--- src/supervisor_watchdog_reset_map.svh ---
// Constants and timing counts for the reset supervisor with watchdog
`ifndef SUPERVISOR_WATCHDOG_RESET_MAP_SVH
`define SUPERVISOR_WATCHDOG_RESET_MAP_SVH

`define CLK_PERIOD_PS 4000
`define GLITCH_REJECT_NS 100
`define GLITCH_REJECT_CYC ((`GLITCH_REJECT_NS * 1000) / `CLK_PERIOD_PS)
`define MANUAL_QUALIFY_US 1
`define MANUAL_QUALIFY_CYC \
  ((`MANUAL_QUALIFY_US * 1000000 + `CLK_PERIOD_PS - 1) / `CLK_PERIOD_PS)
`define STROBE_MIN_NS 50
`define STROBE_MIN_CYC \
  ((`STROBE_MIN_NS * 1000 + `CLK_PERIOD_PS - 1) / `CLK_PERIOD_PS)
`define RESET_PULSE_MS 140
`define RESET_PULSE_CYC 35000000
`define WATCHDOG_TIMEOUT_MS 1600
`define WATCHDOG_TIMEOUT_CYC 400000000
`define DEBOUNCE_CYC 32
`define CNT_W 32
`define DB_W 8

`endif

--- src/supervisor_watchdog_reset_pkg.sv ---
// Types shared by the reset supervisor
package supervisor_watchdog_reset_pkg;
  typedef enum logic [1:0] {
    RST_IDLE,
    RST_HOLD,
    RST_STRETCH
  } reset_state_type;

  typedef struct packed {
    logic undervoltage;
    logic manual_low;
    logic watchdog_expired;
  } reset_cause_type;
endpackage

--- src/supervisor_watchdog_reset.sv ---
// Reset supervisor: debounced manual reset, watchdog and pulse stretcher
`include "supervisor_watchdog_reset_map.svh"
`timescale 1ns/100ps
`default_nettype none
module supervisor_watchdog_reset #(
  parameter logic [`CNT_W-1:0] RESET_PULSE_CYCLES = `RESET_PULSE_CYC,
  parameter logic [`CNT_W-1:0] WATCHDOG_TIMEOUT_CYCLES = `WATCHDOG_TIMEOUT_CYC
) (
  input wire logic mclk,
  input wire logic sys_rst,
  input wire logic undervoltage_in,
  input wire logic manual_reset_n_input,
  input wire logic watchdog_strobe_input,
  input wire logic watchdog_strobe_float,
  output logic reset_n_out,
  output logic reset_out,
  output supervisor_watchdog_reset_pkg::reset_cause_type reset_cause
);

  localparam logic [`DB_W-1:0] DB_LIMIT = `DB_W'(`DEBOUNCE_CYC);
  localparam logic [`DB_W-1:0] GLITCH_CYC = `DB_W'(`GLITCH_REJECT_CYC);
  // Saturation value of the low-run helper counter
  localparam logic [`DB_W-1:0] RUN_MAX = {`DB_W{1'b1}};
  // Idle levels: manual input high, strobe low, no undervoltage; clearing
  // the chain to them keeps a false strobe edge out of the first cycles
  localparam logic [3:0] SYNC_IDLE = 4'h2;

  // True while the state machine rests with reset released
  function automatic logic is_idle(
    input supervisor_watchdog_reset_pkg::reset_state_type st
  );
    return st == supervisor_watchdog_reset_pkg::RST_IDLE;
  endfunction

  // Two-flop synchronisers for every asynchronous input
  logic [3:0] sync1_q;
  logic [3:0] sync2_q;
  wire logic [3:0] raw_in = {watchdog_strobe_float, watchdog_strobe_input,
                             manual_reset_n_input, undervoltage_in};
  always_ff @(posedge mclk) begin
    if (sys_rst) begin
      sync1_q <= SYNC_IDLE;
      sync2_q <= SYNC_IDLE;
    end else begin
      sync1_q <= raw_in;
      sync2_q <= sync1_q;
    end
  end
  wire logic uv_s = sync2_q[0];
  wire logic manual_n_s = sync2_q[1];
  wire logic strobe_s = sync2_q[2];
  wire logic float_s = sync2_q[3];

  // Manual reset filter: level must hold past the glitch width and the
  // debounce window before the filtered state follows it.
  logic manual_filt_n_q;
  logic [`DB_W-1:0] db_cnt_q;
  logic [`DB_W-1:0] db_cnt_d;
  wire logic manual_differs = (manual_n_s != manual_filt_n_q);
  wire logic [`DB_W-1:0] db_need = (DB_LIMIT > GLITCH_CYC) ? DB_LIMIT
                                   : GLITCH_CYC + `DB_W'(1);
  wire logic db_done = manual_differs && (db_cnt_q >= db_need - `DB_W'(1));
  assign db_cnt_d = (!manual_differs || db_done) ? '0
                  : db_cnt_q + `DB_W'(1);
  always_ff @(posedge mclk) begin
    if (sys_rst) begin
      manual_filt_n_q <= 1'b1;
      db_cnt_q <= '0;
    end else begin
      db_cnt_q <= db_cnt_d;
      if (db_done) begin
        manual_filt_n_q <= manual_n_s;
      end
    end
  end

  // Length of the present low run on the synchronised manual input,
  // saturating so that a long press cannot wrap to a short count
  logic [`DB_W-1:0] low_run_q;
  always_ff @(posedge mclk) begin
    if (sys_rst) begin
      low_run_q <= '0;
    end else if (manual_n_s) begin
      low_run_q <= '0;
    end else if (low_run_q != RUN_MAX) begin
      low_run_q <= low_run_q + `DB_W'(1);
    end
  end

  // Strobe edge detection on the synchronised level
  logic strobe_prev_q;
  always_ff @(posedge mclk) begin
    if (sys_rst) begin
      strobe_prev_q <= 1'b0;
    end else begin
      strobe_prev_q <= strobe_s;
    end
  end
  wire logic strobe_edge = (strobe_s != strobe_prev_q);

  // Reset state and watchdog counter
  supervisor_watchdog_reset_pkg::reset_state_type state_q;
  supervisor_watchdog_reset_pkg::reset_state_type state_d;
  logic [`CNT_W-1:0] wd_cnt_q;
  logic [`CNT_W-1:0] wd_cnt_d;
  logic [`CNT_W-1:0] rp_cnt_q;
  logic [`CNT_W-1:0] rp_cnt_d;
  logic reset_q;
  supervisor_watchdog_reset_pkg::reset_cause_type cause_q;

  wire logic hold_src = uv_s || !manual_filt_n_q;
  wire logic wd_expired = (wd_cnt_q >= WATCHDOG_TIMEOUT_CYCLES - `CNT_W'(1));
  // A floating strobe leaves the counter running but cannot cause reset
  wire logic wd_fire = wd_expired && !float_s &&
                       is_idle(state_q);
  wire logic rp_done = (rp_cnt_q >= RESET_PULSE_CYCLES - `CNT_W'(1));

  always_comb begin
    state_d = state_q;
    rp_cnt_d = '0;
    case (state_q)
      supervisor_watchdog_reset_pkg::RST_IDLE: begin
        if (hold_src) begin
          state_d = supervisor_watchdog_reset_pkg::RST_HOLD;
        end else if (wd_fire) begin
          state_d = supervisor_watchdog_reset_pkg::RST_STRETCH;
        end
      end
      supervisor_watchdog_reset_pkg::RST_HOLD: begin
        if (!hold_src) begin
          state_d = supervisor_watchdog_reset_pkg::RST_STRETCH;
        end
      end
      supervisor_watchdog_reset_pkg::RST_STRETCH: begin
        if (hold_src) begin
          state_d = supervisor_watchdog_reset_pkg::RST_HOLD;
        end else if (rp_done) begin
          state_d = supervisor_watchdog_reset_pkg::RST_IDLE;
        end else begin
          rp_cnt_d = rp_cnt_q + `CNT_W'(1);
        end
      end
      default: begin
        state_d = supervisor_watchdog_reset_pkg::RST_HOLD;
      end
    endcase
  end

  wire logic reset_d = !is_idle(state_d);
  // Counter is cleared by edges and held at zero through reset
  assign wd_cnt_d = (reset_d || reset_q || strobe_edge) ? '0
                  : (wd_expired ? wd_cnt_q : wd_cnt_q + `CNT_W'(1));

  always_ff @(posedge mclk) begin
    if (sys_rst) begin
      state_q <= supervisor_watchdog_reset_pkg::RST_HOLD;
      rp_cnt_q <= '0;
      wd_cnt_q <= '0;
      reset_q <= 1'b1;
      cause_q <= '0;
    end else begin
      state_q <= state_d;
      rp_cnt_q <= rp_cnt_d;
      wd_cnt_q <= wd_cnt_d;
      reset_q <= reset_d;
      cause_q.undervoltage <= uv_s;
      cause_q.manual_low <= !manual_filt_n_q;
      cause_q.watchdog_expired <= wd_fire ? 1'b1
                                : (reset_d ? cause_q.watchdog_expired : 1'b0);
    end
  end

  // Cycles spent in the stretch state; only the release check reads it,
  // so the pulse length is judged apart from the pulse counter itself
  logic [`CNT_W-1:0] stretch_len_q;
  always_ff @(posedge mclk) begin
    if (sys_rst) begin
      stretch_len_q <= '0;
    end else if (state_q == supervisor_watchdog_reset_pkg::RST_STRETCH) begin
      stretch_len_q <= stretch_len_q + `CNT_W'(1);
    end else begin
      stretch_len_q <= '0;
    end
  end

  assign reset_out = reset_q;
  assign reset_n_out = !reset_q;
  assign reset_cause = cause_q;

  a_outputs_complement: assert property (@(posedge mclk)
    reset_out == !reset_n_out)
    else $error("reset outputs not complementary");

  a_hold_src_resets: assert property (@(posedge mclk) disable iff (sys_rst)
    hold_src |=> reset_q)
    else $error("reset not asserted while source active");

  a_counter_zero_reset: assert property (@(posedge mclk)
    disable iff (sys_rst) reset_q |=> wd_cnt_q == '0)
    else $error("watchdog counter not held during reset");

  a_edge_clears: assert property (@(posedge mclk) disable iff (sys_rst)
    strobe_edge |=> wd_cnt_q == '0)
    else $error("strobe edge did not clear counter");

  a_wd_fire_reset: assert property (@(posedge mclk)
    disable iff (sys_rst) wd_fire && !hold_src |=> reset_q && state_q ==
      supervisor_watchdog_reset_pkg::RST_STRETCH)
    else $error("watchdog expiry did not assert reset");

  a_float_no_fire: assert property (@(posedge mclk)
    disable iff (sys_rst) float_s |-> !wd_fire)
    else $error("watchdog fired while strobe floating");

  a_glitch_ignored: assert property (@(posedge mclk)
    disable iff (sys_rst)
    $fell(manual_filt_n_q) |-> $past(manual_n_s, 2) == 1'b0)
    else $error("short manual reset pulse accepted");

  a_stretch_release: assert property (@(posedge mclk)
    disable iff (sys_rst) $fell(reset_q) |-> $past(rp_done) && !$past(hold_src))
    else $error("reset released before pulse period");

  a_sync_chain: assert property (@(posedge mclk) disable iff (sys_rst)
    sync2_q == $past(sync1_q))
    else $error("synchroniser chain broken");

  // Checks on the filter, the edge detector, the counters, the state walk and the reset causes
  a_uv_clears_counter: assert property (@(posedge mclk)
    disable iff (sys_rst) hold_src |=> wd_cnt_q == '0)
    else $error("watchdog counter not cleared by reset source");

  a_pulse_length: assert property (@(posedge mclk)
    disable iff (sys_rst) $fell(reset_q) |-> stretch_len_q >= RESET_PULSE_CYCLES)
    else $error("reset pulse shorter than pulse period");

  a_glitch_length: assert property (@(posedge mclk)
    disable iff (sys_rst) $fell(manual_filt_n_q) |-> low_run_q > GLITCH_CYC)
    else $error("manual low accepted within glitch width");

  a_filter_follows: assert property (@(posedge mclk)
    disable iff (sys_rst) db_done |=> manual_filt_n_q == $past(manual_n_s))
    else $error("filtered manual level not updated");

  a_debounce_hold: assert property (@(posedge mclk)
    disable iff (sys_rst) manual_differs && !db_done |=> $stable(manual_filt_n_q))
    else $error("filtered manual level moved during debounce");

  a_manual_release: assert property (@(posedge mclk)
    disable iff (sys_rst) $rose(manual_filt_n_q) && !uv_s |=>
      state_q == supervisor_watchdog_reset_pkg::RST_STRETCH)
    else $error("manual release did not start the stretch");

  a_rp_idle_zero: assert property (@(posedge mclk)
    disable iff (sys_rst)
    state_q != supervisor_watchdog_reset_pkg::RST_STRETCH |-> rp_cnt_q == '0)
    else $error("pulse counter not cleared outside stretch");

  a_stretch_counts: assert property (@(posedge mclk)
    disable iff (sys_rst)
    state_q == supervisor_watchdog_reset_pkg::RST_STRETCH && !hold_src &&
      !rp_done |=> rp_cnt_q == $past(rp_cnt_q) + `CNT_W'(1))
    else $error("pulse counter did not advance");

  a_counter_counts: assert property (@(posedge mclk)
    disable iff (sys_rst) is_idle(state_q) && !hold_src && !wd_expired &&
      !strobe_edge |=> wd_cnt_q == $past(wd_cnt_q) + `CNT_W'(1))
    else $error("watchdog counter did not advance");

  a_float_holds: assert property (@(posedge mclk)
    disable iff (sys_rst) is_idle(state_q) && float_s && !hold_src &&
      wd_expired && !strobe_edge |=> $stable(wd_cnt_q) && !reset_q)
    else $error("floating strobe let watchdog reset through");

  a_edge_seen: assert property (@(posedge mclk)
    disable iff (sys_rst) $changed(strobe_s) |-> strobe_edge)
    else $error("strobe transition not detected");

  a_state_output: assert property (@(posedge mclk)
    disable iff (sys_rst) reset_q == !is_idle(state_q))
    else $error("reset output disagrees with state");

  a_cause_watchdog: assert property (@(posedge mclk)
    disable iff (sys_rst) wd_fire |=> reset_cause.watchdog_expired)
    else $error("watchdog cause not reported");

  a_cause_manual: assert property (@(posedge mclk)
    disable iff (sys_rst) !manual_filt_n_q |=> reset_cause.manual_low)
    else $error("manual cause not reported");

  a_cause_uv: assert property (@(posedge mclk)
    disable iff (sys_rst) uv_s |=> reset_cause.undervoltage)
    else $error("undervoltage cause not reported");

  a_hold_stays: assert property (@(posedge mclk)
    disable iff (sys_rst) state_q == supervisor_watchdog_reset_pkg::RST_HOLD &&
      hold_src |=> state_q == supervisor_watchdog_reset_pkg::RST_HOLD)
    else $error("hold left while source active");

  a_hold_to_stretch: assert property (@(posedge mclk)
    disable iff (sys_rst) state_q == supervisor_watchdog_reset_pkg::RST_HOLD &&
      !hold_src |=> state_q == supervisor_watchdog_reset_pkg::RST_STRETCH &&
      rp_cnt_q == '0)
    else $error("stretch not started from zero");

  a_stretch_rehold: assert property (@(posedge mclk)
    disable iff (sys_rst)
    state_q == supervisor_watchdog_reset_pkg::RST_STRETCH && hold_src |=>
      state_q == supervisor_watchdog_reset_pkg::RST_HOLD)
    else $error("source during stretch did not return to hold");

endmodule
`default_nettype wire

--- config.mk ---
export PLATFORM = sky130hd
export DESIGN_NAME = supervisor_watchdog_reset
export DESIGN_NICKNAME = d
export VERILOG_FILES = /design/src/supervisor_watchdog_reset_pkg.sv /design/src/supervisor_watchdog_reset.sv
export VERILOG_INCLUDE_DIRS = /design/src
export SDC_FILE = /design/constraint.sdc
export NUM_CORES = 1
export LEC_CHECK = 0
export ABC_AREA = 1
export BUFFER_PORTS_ARGS = -buffer_cell sky130_fd_sc_hd__buf_2
export CAP_MARGIN = 20
export CORE_UTILIZATION = 60
export DETAILED_ROUTE_END_ITERATION = 12
export PLACE_DENSITY = 0.77
export SETUP_SLACK_MARGIN = 0.3
export SYNTH_ARGS = -nofsm -noshare
export SYNTH_HDL_FRONTEND = slang
export SYNTH_SLANG_ARGS = --single-unit
--- constraint.sdc ---
create_clock -name mclk -period 4.73 [get_ports mclk]
set_input_delay 0.2365 -clock mclk [delete_from_list [all_inputs] [get_ports mclk]]
set_output_delay 0.2365 -clock mclk [all_outputs]
set_load 0.01 [all_outputs]
==> metrics.md, run 1 <==
| Metric | Value |
|---|---|
| Outcome | finished, final reports clean |
| Core area | roughly 0.007 mm2 |
| Synth top area share | 0.403 |
| Setup Crit Path Kind | flop to flop |
| Total global-route track usage | 0.237 |
| Routed via count | 3713 |
| Hold path cells | 2 |
| First-pass GRT wire length | 14400 um |
| Mapped Cells | 640 |
| Count leader, synth | nand2_1 |
| Worst path slowest cell | nand2_2 |
| Seq/Total Area, Yosys | 0.403 |
| EDFF count, synth | 0 |
| IO Count | 11 |
| Fillcell total | roughly 630 |
| Hold Vio Cnt, Final | 0 |
| Max Cap Viol | 0 |
| H-tree level count | 3 |
| Synth Register Bits | 88 |
| Cts repair resizes | 0 |
| Syn. warnings | 0 |
| Clock skew | around 16 ps |
| Slew Limit Fails | 0 |
| Max stage delay on crit path | approximately 450 ps |
| GP Congestion | around 0.9 |
| Avg Cell Area, Syn | 6.83 um2 |
| Max Root-Sink Buffers | 2 |
| Largest net degree at the start of global routing | 33 |
| CTS Root Cell | clkbuf_8 |
| Ranking of synthesized cells by area | dfxtp_1 (40%), nand2_1 (14%), nor2_1 (9.5%), inv_1 (8.2%), xor2_1 (4.4%) |
| Die H | 87.3 um |
| Actual slew at the worst max-slew pin | 737 ps |
| Clock period minus worst slack | about 2400 ps |
| Synth area leader | dfxtp_1 |
| Buffers and inverters on the worst path | 2 |
| Total wire length | 8150 um |
| Reg area | 0.00176 mm2 |
| Drt wl/cell | 10.7 um |
| Hold_buf cts | 0 |
| Drc violations | 0 |
| Flop2flop setup slack | 2310 ps |
| Crit path DAT | 2650 ps |
| Power consumption | 1.27 mW |
| Worst VDD drop | 196 uV |
| CTS sink count | 88 |
| Worst r2r path cells | 11 |
| Syn-to-layout area delta | 6.16% |
| Number of DRC violations after detailed-routing iteration 0 | 258 |
| Worst slew margin | 0.507 |
| Chip width | 87.3 um |
| Share of layout cells above drive strength 1 | 0.0876 |
| Initial antenna violation count | 0 |
| Gr ovfl total | 0 |
| Post-DRT Antenna Nets | 0 |
| DPL Wire Length | 5950 um |
| Vias in the first global route | 3434 |
| Crit share post-route | 0.512 |
| CP Launch Type | flop |
| Vias per inst | 4.90 |
| Post-Syn Area | 0.00437 mm2 |
| CTS buffer count | 9 |
| Antenna cells | 0 |
| Die area | 0.00763 mm2 |
| RSZ-0062 raised after global routing | no |
| Starting Density | 0.633 |
| Max Fclk | 0.413 GHz |
| Port bufs | 10 |
| Clock slew at reported path FFs | 90 ps |
| Hold WC Path Type | input port to flop |
| CTS tree | done |
| Ys flop type | dfxtp_1 |
| Unique cell type count in the Yosys netlist | 39 |
| Critical path depth | 11 |
| CP Cell Sequence | nand2_1 > inv_1 > nand3_1 > nor2_1 > nand3_1 > nand2_2 > nand2_1 > nand4_2 > inv_2 > nand2_4 > nor2_1 |
| Post-synth top cells | nand2_1 (161), nor2_1 (111), inv_1 (96) |
| Setup Buffers After CTS | 0 |
| Worst skew pair latency | 360 ps |
| Row cnt | 30 |
| WP data required | 4960 ps |
| CP Capture Type | flop |
| DRT Pass-1 Iters | 4 |
| Final setup violation count | 0 |
| Leakage | 1.91 nW |
| Fin Setup TNS | 0 ps |
| Area of the multi-input gates | roughly 0.0021 mm2 |
| Layout Nets | 666 |
| CP Max Fanout | 32 |
| PwrDens | 274 mW/mm2 |
| Ys async rst share | 0 |
| Delay-heaviest family, CP | simple AND/OR/NAND/NOR gates |
## stage by stage
| step | hold WS, ps | utilization | std cells | setup WS, ps | cell area [um2] |
|---|---|---|---|---|---|
| CTS | 58.2 | 0.672 | 758 | 2320 | 4640 |
| floorplan | 340 | - | 647 | 3160 | 4400 |
| global route | 50.5 | 0.672 | 758 | 2100 | 4640 |
| detailed placement | 392 | 0.645 | 742 | 2340 | 4460 |
| global placement | 390 | 0.645 | 742 | 2450 | 4460 |
| finish | 66.1 | 0.672 | 758 | 2310 | 4640 |
## flip-flops by register name, indices dropped and copies added, names as in the netlist
register / count
rp_cnt_q: 32
wd_cnt_q: 32
db_cnt_q: 8
sync1_q: 4
sync2_q: 4
reset_cause: 3
state_q: 2
manual_filt_n_q: 1
reset_out: 1
strobe_prev_q: 1
## routing by layer
metal	global-route usage	wire length (um)	vias up
met1	0.309	4080	1645
li1	-	-	1980
met5	0	0	-
met2	0.385	3530	67
met4	0.104	179	0
met3	0.0417	356	21
## report_power, final
group / switching [mW] / internal (mW) / total (mW)
Combinational: 0.0200 / 0.0110 / 0.0310
Clock: 0.274 / 0.210 / 0.484
Sequential: 0.00510 / 0.751 / 0.756
Total: 0.299 / 0.972 / 1.27
## path summary, 6_finish.rpt
path / start / to
setup / recovery: wd_cnt_q[24]$_SDFFE_PP0P_ / wd_cnt_q[4]$_SDFFE_PP0P_
hold / removal: manual_reset_n_input / sync1_q[1]$_SDFF_PP1_
setup reg to reg: wd_cnt_q[24]$_SDFFE_PP0P_ / wd_cnt_q[4]$_SDFFE_PP0P_
hold reg to reg: sync1_q[3]$_SDFF_PP0_ / sync2_q[3]$_SDFF_PP0_
## layout make-up
| cell class | instances | share of cell area |
|---|---|---|
| Tap cell | 96 | 0.0259 |
| Clock inverter | 5 | 0.00836 |
| Clock buffer | 11 | 0.0305 |
| Inverter | 100 | 0.0815 |
| Multi-Input combinational cell | 448 | 0.463 |
| Sequential cell | 88 | 0.380 |
| Timing Repair Buffer | 10 | 0.0108 |
## cell usage in the layout (no fill, tap or decap), drive strengths merged, types with 6 or more instances in the layout
cell	n
conb	8
buf	10
nor3	24
nand3	34
o21ai	17
nor3b	6
xor2	22
xnor2	6
dfxtp	88
clkbuf	11
nand2	165
a21oi	14
inv	102
nor2	128
## kinds of logic (layout without fill, tap and decap cells)
group                      after synthesis  count (layout)  synth area share
AOI/OAI and AO/OA                       36              36            0.0470
xor gates and xnor gates                28              28            0.0561
adders and majority gates                3               3           0.00859
buffers and inverters                  111             126             0.111
DFF                                     88              88             0.403
other                                    1               8          0.000858
and+or+nand+nor                        373             373             0.373
(Power assumes the default switching activity.)
==> run 2, diff against run 1 <==
--- a/config.mk
+++ b/config.mk
@@ -6,12 +6,12 @@
 export SDC_FILE = /design/constraint.sdc
 export NUM_CORES = 1
 export LEC_CHECK = 0
-export ABC_AREA = 1
+export ABC_AREA = 0
 export BUFFER_PORTS_ARGS = -buffer_cell sky130_fd_sc_hd__buf_2
 export CAP_MARGIN = 20
-export CORE_UTILIZATION = 60
+export CORE_UTILIZATION = 55
 export DETAILED_ROUTE_END_ITERATION = 12
-export PLACE_DENSITY = 0.77
+export PLACE_DENSITY = 0.75
 export SETUP_SLACK_MARGIN = 0.3
 export SYNTH_ARGS = -nofsm -noshare
 export SYNTH_HDL_FRONTEND = slang
==> constraint.sdc (replaced) <==
create_clock -name mclk -period 2.2 [get_ports mclk]
set_input_delay 0.11 -clock mclk [delete_from_list [all_inputs] [get_ports mclk]]
set_output_delay 0.11 -clock mclk [all_outputs]
set_load 0.01 [all_outputs]
==> run 2 against run 1 <==
- synthesized cell count down 37%
- global-route usage fell by 1.8 points
- cell area rose by 1.8%
- largest power group unchanged
- non-clock buffer count is 36 higher
- critical path depth shrank 5
- combinational power grew to 2.9 times the previous value
- sequential power increased by 120%
- via count fell by 18%
==> metrics.md, run 2 <==
| Metric | Value |
|---|---|
| Outcome | finished, final reports clean |
| CTS sink count | 88 (unchanged) |
| Slew Limit Fails | 0 (unchanged) |
| Max Fclk | 0.464 GHz (+12%) |
| Port bufs | 10 (unchanged) |
| Row cnt | 29 (-3.3%) |
| CTS buffer count | 9 (unchanged) |
| H-tree level count | 3 (unchanged) |
| CTS Root Cell | clkbuf_8 |
| Flop2flop setup slack | 40 ps (-2260 ps) |
| Drt wl/cell | 14.9 um (+38%) |
| Worst r2r path cells | 6 (-5) |
| Gr ovfl total | 0 (unchanged) |
| CTS tree | done |
| Vias per inst | 5.73 (+17%) |
| Met2 usage | 0.343 (-0.0420) |
| Clock skew | 13.8 ps (-1.82 ps) |
| Max stage delay on crit path | 470 ps (+20 ps) |
| Fillcell total | 451 (-29%) |
| Number of DRC violations after detailed-routing iteration 0 | 140 (-46%) |
| Antenna cells | 0 (unchanged) |
| Synth Area in Adders | 0.0102 (+0.00166) |
| Final instance area | 0.00472 mm2 (+1.8%) |
| Placed insts | 509 (-31%) |
| Die H | 83.6 um (-4.3%) |
| Total wire length | 7920 um (-2.8%) |
| Commonest non-fill, non-tap cells in the layout | dfxtp_1 (83), xnor2_1 (30), nand3_1 (28) |
| Total global-route track usage | 0.220 (-0.0176) |
| Hold Vio Cnt, Final | 0 (unchanged) |
| Routed via count | 3054 (-18%) |
| Mapped Cells | 403 (-37%) |
| Syn. warnings | 0 (unchanged) |
| Worst path slowest cell | or4_1 |
| Seq/Total Area, Yosys | 0.481 (+0.0778) |
| Hold endpoint | sync1_q[2]$_SDFF_PP0_ |
| RSZ-0062 raised after global routing | yes |
| IO Count | 11 (unchanged) |
| Crit share post-route | 0.980 (+0.468) |
| FF-to-FF End | wd_cnt_q[17]$_SDFFE_PP0P_ |
| Chip width | 83.6 um (-4.3%) |
| Worst VDD drop | 601 uV (+210%) |
| Worst slew margin | 0.549 (+0.0415) |
| Die area | 0.00699 mm2 (-8.4%) |
| Post-Syn Area | 0.00366 mm2 (-16%) |
| Avg Cell Area, Syn | 9.09 um2 (+33%) |
| Fin Setup TNS | 0 ps (unchanged) |
| Synth Register Bits | 88 (unchanged) |
| DRT Pass-1 Iters | 4 (unchanged) |
| Final setup violation count | 0 (unchanged) |
| CP Launch Type | flop |
| Pre-CTS setup slack | -13.8 ps (-2360 ps) |
| WHS | 73.1 ps (+7.04 ps) |
| Actual slew at the worst max-slew pin | 670 ps (-67.2 ps) |
| Hold path cells | 2 (unchanged) |
| Mux cell area share after synthesis | 0.00273 (+0.00273) |
| Biggest regs | rp_cnt_q (32), wd_cnt_q (32), db_cnt_q (8) |
| Share of layout cells above drive strength 1 | 0.287 (+0.200) |
| Setup Crit Path Kind | flop to flop |
| Post-synth top cells | dfxtp_1 (88), nor2_1 (45), xnor2_1 (30) |
| Ys async rst share | 0 (unchanged) |
| Max Root-Sink Buffers | 2 (unchanged) |
| GP Congestion | 0.903 (-1.2%) |
| CP Capture Type | flop |
| Global Route met1 Usage | 0.293 (-0.0160) |
| CP Max Fanout | 5 (-84%) |
| Worst skew pair latency | 360 ps (about the same) |
| Synth top area share | 0.481 (+0.0778) |
| Initial antenna violation count | 0 (unchanged) |
| Gr busiest metal | met2 |
| Largest family of logic cells by synthesized area | simple AND/OR/NAND/NOR gates |
| Synth Area in XOR/XNOR | 0.115 (+0.0587) |
| CP Cell Sequence | nor4_2 > nand2_1 > or3_4 > a211o_4 > or4_1 > a211oi_1 |
| Unique cell type count in the Yosys netlist | 46 (+18%) |
| Post-layout worst setup margin | 43.6 ps (-2260 ps) |
| Synth area leader | dfxtp_1 |
| Ranking of synthesized cells by area | dfxtp_1 (48%), xnor2_1 (7.2%), nor2_1 (4.6%), xor2_1 (4.3%), nand3_1 (4.0%) |
| Max Cap Viol | 0 (unchanged) |
| Leakage | 1.52 nW (-20%) |
| PwrDens | 606 mW/mm2 (+120%) |
| Core area | 0.00639 mm2 (-7.5%) |
| Layout Nets | 461 (-31%) |
| Syn-to-layout area delta | 28.9% |
| Post-synthesis simple-gate area fraction | 0.263 (-0.110) |
| DP Area | 0.00411 mm2 (-7.8%) |
| Starting Density | 0.573 (-0.0591) |
| Post-DRT Antenna Nets | 0 (unchanged) |
| Fin cells | 533 (-30%) |
| Ys flop type | dfxtp_1 |
| Worst reg2reg startpoint | wd_cnt_q[10]$_SDFFE_PP0P_ |
| EDFF count, synth | 0 (unchanged) |
| WP data required | 2470 ps (-2490 ps) |
| DPL Wire Length | 4600 um (-23%) |
| Drc violations | 0 (unchanged) |
| Largest net degree at the start of global routing | 34 (+3.0%) |
| HP Start | sys_rst |
| Hold WC Path Type | input port to flop |
| Crit path DAT | 2430 ps (-220 ps) |
| Met3 GRT Util | 0.0593 (+0.0176) |
| Vias in the first global route | 2706 (-21%) |
| Commonest non-fill, non-tap cell in the layout | dfxtp_1 |
| Clock slew at reported path FFs | 90 ps (about the same) |
| Count leader, synth | dfxtp_1 |
| Post-synthesis compound-gate area fraction | 0.100 (+0.0531) |
| Clock period minus worst slack | 2160 ps (-267 ps) |
| First-pass GRT wire length | 12500 um (-13%) |
==> run 2: cell types whose count changed in the layout (fill, tap and decap cells not counted), moves of 14 or more <==
cell     previous run  this run
nor3_2              0        22
inv_1              96         8
xnor2_1             6        30
buf_4               0        27
nor2_1            111        25
nand2_1           161        24
nor2_2             16         2
nor3_1             24         8
nor2_4              1        18
==> run 2: critical path: cells and delay by family, from the launching register on <==
| family | cells | cell delay [ps] |
|---|---|---|
| AOI/OAI and AO/OA | 2 | 550 |
| DFF | 1 | 330 |
| and+or+nand+nor | 4 | 1190 |
==> run 2: worst max-delay path by stage <==
stage / startpoint / end / slack, ps / depth (start not counted)
2_1_floorplan: wd_cnt_q[10]$_SDFFE_PP0P_ / wd_cnt_q[13]$_SDFFE_PP0P_ / 120 / 7
3_3_place_gp: wd_cnt_q[10]$_SDFFE_PP0P_ / wd_cnt_q[21]$_SDFFE_PP0P_ / 40 / 6
3_5_place_dp: wd_cnt_q[10]$_SDFFE_PP0P_ / wd_cnt_q[17]$_SDFFE_PP0P_ / -10 / 6
4_1_cts: wd_cnt_q[10]$_SDFFE_PP0P_ / wd_cnt_q[17]$_SDFFE_PP0P_ / 40 / 6
5_1_grt: wd_cnt_q[10]$_SDFFE_PP0P_ / wd_cnt_q[19]$_SDFFE_PP0P_ / -60 / 7
6_report: wd_cnt_q[10]$_SDFFE_PP0P_ / wd_cnt_q[17]$_SDFFE_PP0P_ / 40 / 6
==> run 2: logic make-up (layout without fill, tap and decap cells) <==
family | count (synthesis) | after routing
simple gates | 188 | 188
flops | 88 | 88
compound gates | 50 | 51
xor+xnor | 48 | 48
buf+inv | 24 | 69
fa+ha+maj | 3 | 3
other cells | 1 | 8
mux | 1 | 1
==> run 2: metal layers <==
metal / vias to the layer above / share of wire
met5: - / 0
met3: 15 / 0.036
met4: 0 / 0.022
met2: 64 / 0.48
met1: 1456 / 0.46
li1: 1519 / -
==> run 2: stage by stage <==
stage          power [mW]   util
2_1_floorplan        1.72      -
3_3_place_gp         1.74  0.644
3_5_place_dp         1.74  0.644
4_1_cts              2.88  0.696
5_1_grt              2.95  0.739
6_report             2.86  0.739
==> run 2: power breakdown <==
part / switching (mW) / internal, mW / total [mW]
registers: 0.0110 / 1.61 / 1.63
clock network: 0.581 / 0.562 / 1.14
logic: 0.0577 / 0.0336 / 0.0913
total: 0.650 / 2.21 / 2.86
==> run 2: timing repair <==
action	CTS	global route
resized for setup	13	59
buffers inserted	2	0
setup endpoints to repair	58	60
pin swaps	3	1
gates cloned	1	2
hold endpoints to repair	4	0
hold buffers	4	0
==> run 2: area by class of cell <==
| type | instances | area, um2 | share of cell area |
|---|---|---|---|
| tap | 77 | 96.3 | 0.0204 |
| clock inverter | 5 | 65.1 | 0.0138 |
| inverter | 8 | 30.0 | 0.00636 |
| multi-input combinational | 299 | 2230 | 0.472 |
| clock buffer | 10 | 138 | 0.0291 |
| sequential | 88 | 1770 | 0.374 |
| timing repair buffer | 46 | 394 | 0.0835 |
==> run 3, diff against run 2 <==
--- a/config.mk
+++ b/config.mk
@@ -6,10 +6,10 @@
 export SDC_FILE = /design/constraint.sdc
 export NUM_CORES = 1
 export LEC_CHECK = 0
-export ABC_AREA = 0
+export ABC_AREA = 1
 export BUFFER_PORTS_ARGS = -buffer_cell sky130_fd_sc_hd__buf_2
 export CAP_MARGIN = 20
-export CORE_UTILIZATION = 55
+export CORE_UTILIZATION = 56
 export DETAILED_ROUTE_END_ITERATION = 12
 export PLACE_DENSITY = 0.75
 export SETUP_SLACK_MARGIN = 0.3
==> run 3 against run 2 <==
- utilization down 6.8 points
- cell count up 45%
- first-iteration DRC count up 74%
- clock power up 14%
- clock skew down 0.94 ps
- critical path depth up 5
- sequential power about the same
- combinational power up 27%
- register-to-register slack better by 340 ps
- wire length up 13%
==> metrics.md, run 3 (synthesis results as in run 1) <==
| Metric | Value |
|---|---|
| Outcome | finished, final reports clean |
| Leakage | 1.98 nW (+30%) |
| Met2 usage | 0.379 (+0.0362) |
| Core Util, Final | 0.671 (-0.0684) |
| CP Launch Type | flop |
| Critical path depth | 11 (+5) |
| DPL Wire Length | 5830 um (+27%) |
| Starting Density | 0.590 (+0.0163) |
| IO Count | 11 (unchanged) |
| Slew Limit Fails | 0 (unchanged) |
| Global Route met1 Usage | 0.284 (-0.00926) |
| Vias per inst | 4.96 (-13%) |
| CP Cell Sequence | nand2_1 > inv_1 > nand3_1 > nor2_1 > nand3_1 > nand2_4 > nand2_1 > nand4_4 > clkinv_8 > nand2_8 > nor2_1 |
| Setup Crit Path Kind | flop to flop |
| HP Start | sys_rst |
| RSZ-0062 raised after global routing | yes |
| H-tree level count | 3 (unchanged) |
| Met3 GRT Util | 0.0530 (-0.00632) |
| Die H | 90.3 um (+8.1%) |
| Routed via count | 3838 (+26%) |
| PwrDens | 612 mW/mm2 (+0.99%) |
| Buffers and inverters on the worst path | 2 (+2) |
| Hold Vio Cnt, Final | 0 (unchanged) |
| Total global-route track usage | 0.225 (+0.00532) |
| Core area | 0.00741 mm2 (+16%) |
| CP Max Fanout | 8 (+3) |
| First-pass GRT wire length | 15100 um (+21%) |
| Max Cap Viol | 0 (unchanged) |
| CTS tree | done |
| Worst reg2reg startpoint | wd_cnt_q[25]$_SDFFE_PP0P_ |
| DP Area | 0.00448 mm2 (+8.9%) |
| Clock period minus worst slack | 1820 ps (-340 ps) |
| CP Capture Type | flop |
| DRT Pass-1 Iters | 5 (+1) |
| Final setup violation count | 0 (unchanged) |
| Hold path cells | 2 (unchanged) |
| Worst slew margin | 0.410 (-0.139) |
| Commonest non-fill, non-tap cells in the layout | nand2_1 (161), nor2_1 (106), inv_1 (96) |
| Number of DRC violations after detailed-routing iteration 0 | 244 (+74%) |
| Clock slew at reported path FFs | 90 ps (about the same) |
| Commonest non-fill, non-tap cell in the layout | nand2_1 |
| Worst path slowest cell | dfxtp_1 |
| Clock skew | 12.9 ps (-0.935 ps) |
| Share of layout cells above drive strength 1 | 0.124 (-0.163) |
| Syn-to-layout area delta | 13.8% |
| Port bufs | 10 (unchanged) |
| Biggest regs | rp_cnt_q (32), wd_cnt_q (32), db_cnt_q (8) |
| Fin Setup TNS | 0 ps (unchanged) |
| Worst r2r path cells | 11 (+5) |
| Largest net degree at the start of global routing | 24 (-29%) |
| Fillcell total | 625 (+39%) |
| FF-to-FF End | wd_cnt_q[7]$_SDFFE_PP0P_ |
| Hold WC Path Type | input port to flop |
| Post-DRT Antenna Nets | 0 (unchanged) |
| Actual slew at the worst max-slew pin | 882 ps (+212 ps) |
| Crit share post-route | 0.826 (-0.155) |
| Max Fclk | 0.551 GHz (+19%) |
| Gr ovfl total | 0 (unchanged) |
| Row cnt | 31 (+6.9%) |
| Layout Nets | 679 (+47%) |
| Final instance area | 0.00497 mm2 (+5.3%) |
| CTS Root Cell | clkbuf_8 |
| Hold endpoint | sync1_q[0]$_SDFF_PP0_ |
| Chip width | 90.3 um (+8.1%) |
| Delay-heaviest family, CP | simple AND/OR/NAND/NOR gates |
| Vias in the first global route | 3530 (+30%) |
| Drt wl/cell | 11.6 um (-22%) |
| CTS sink count | 88 (unchanged) |
| Worst skew pair latency | 360 ps (about the same) |
| Die area | 0.00816 mm2 (+17%) |
| Gr busiest metal | met2 |
| CTS buffer count | 9 (unchanged) |
| GP Congestion | 0.914 (+1.2%) |
| Max Root-Sink Buffers | 2 (unchanged) |
| Crit path DAT | 2060 ps (-370 ps) |
| Antenna cells | 0 (unchanged) |
| WP data required | 2450 ps (-20 ps) |
| Worst VDD drop | 630 uV (+4.7%) |
| Drc violations | 0 (unchanged) |
| Initial antenna violation count | 0 (unchanged) |
| Max stage delay on crit path | 410 ps (-60 ps) |
| Total wire length | 8950 um (+13%) |
| Flop2flop setup slack | 380 ps (+340 ps) |
run 3: what timing repair did:
item,4_1_cts,5_1_grt
hold buffers,4,0
hold endpoints to repair,4,0
cloned,1,2
buffers inserted,0,4
pin swaps,0,3
resized for setup,6,28
endpoints found under the setup margin,32,36
run 3: how the worst max path moves through the flow:
stage                              startpoint                   endpoint  slack, ps
floorplan            wd_cnt_q[0]$_SDFFE_PP0P_  wd_cnt_q[21]$_SDFFE_PP0P_        630
global route        wd_cnt_q[13]$_SDFFE_PP0P_  wd_cnt_q[26]$_SDFFE_PP0P_        220
CTS                  wd_cnt_q[0]$_SDFFE_PP0P_  wd_cnt_q[26]$_SDFFE_PP0P_        330
finish              wd_cnt_q[25]$_SDFFE_PP0P_   wd_cnt_q[7]$_SDFFE_PP0P_        380
global placement     wd_cnt_q[0]$_SDFFE_PP0P_  wd_cnt_q[17]$_SDFFE_PP0P_        180
detailed placement   wd_cnt_q[0]$_SDFFE_PP0P_  wd_cnt_q[17]$_SDFFE_PP0P_        130
run 3: worst register-to-register path: cells and delay by family, from the launching register on:
family	cells	cell delay, ps
DFF	1	410
buffers and inverters	2	240
and+or+nand+nor	9	1050
run 3: per-layer routing:
metal	share of wire	up-vias
met1	0.47	1683
met4	0.023	0
met2	0.45	129
met5	0	-
met3	0.052	22
li1	-	2004
run 3: where the power goes:
part / internal, mW / switching, mW
Combinational: 0.0387 / 0.0774
Clock: 0.689 / 0.608
Sequential: 1.62 / 0.0116
Total: 2.34 / 0.697
run 3: cell type report:
cell class | instances | area [um2] | share of cell area
Inverter | 100 | 390 | 0.0785
Tap cell | 99 | 124 | 0.0249
Timing Repair Buffer | 20 | 155 | 0.0312
Multi-Input combinational cell | 451 | 2300 | 0.462
Sequential cell | 88 | 1770 | 0.356
Clock inverter | 6 | 97.6 | 0.0196
Clock buffer | 10 | 138 | 0.0277
run 3: through the flow:
step | setup slack, ps | hold WS [ps] | cells | power (mW)
finish | 384 | 89.8 | 774 | 3.04
global route | 222 | 109 | 774 | 3.14
CTS | 328 | 74.2 | 768 | 3.03
detailed placement | 125 | 300 | 747 | 1.73
global placement | 182 | 302 | 747 | 1.73
floorplan | 631 | 214 | 647 | 1.71
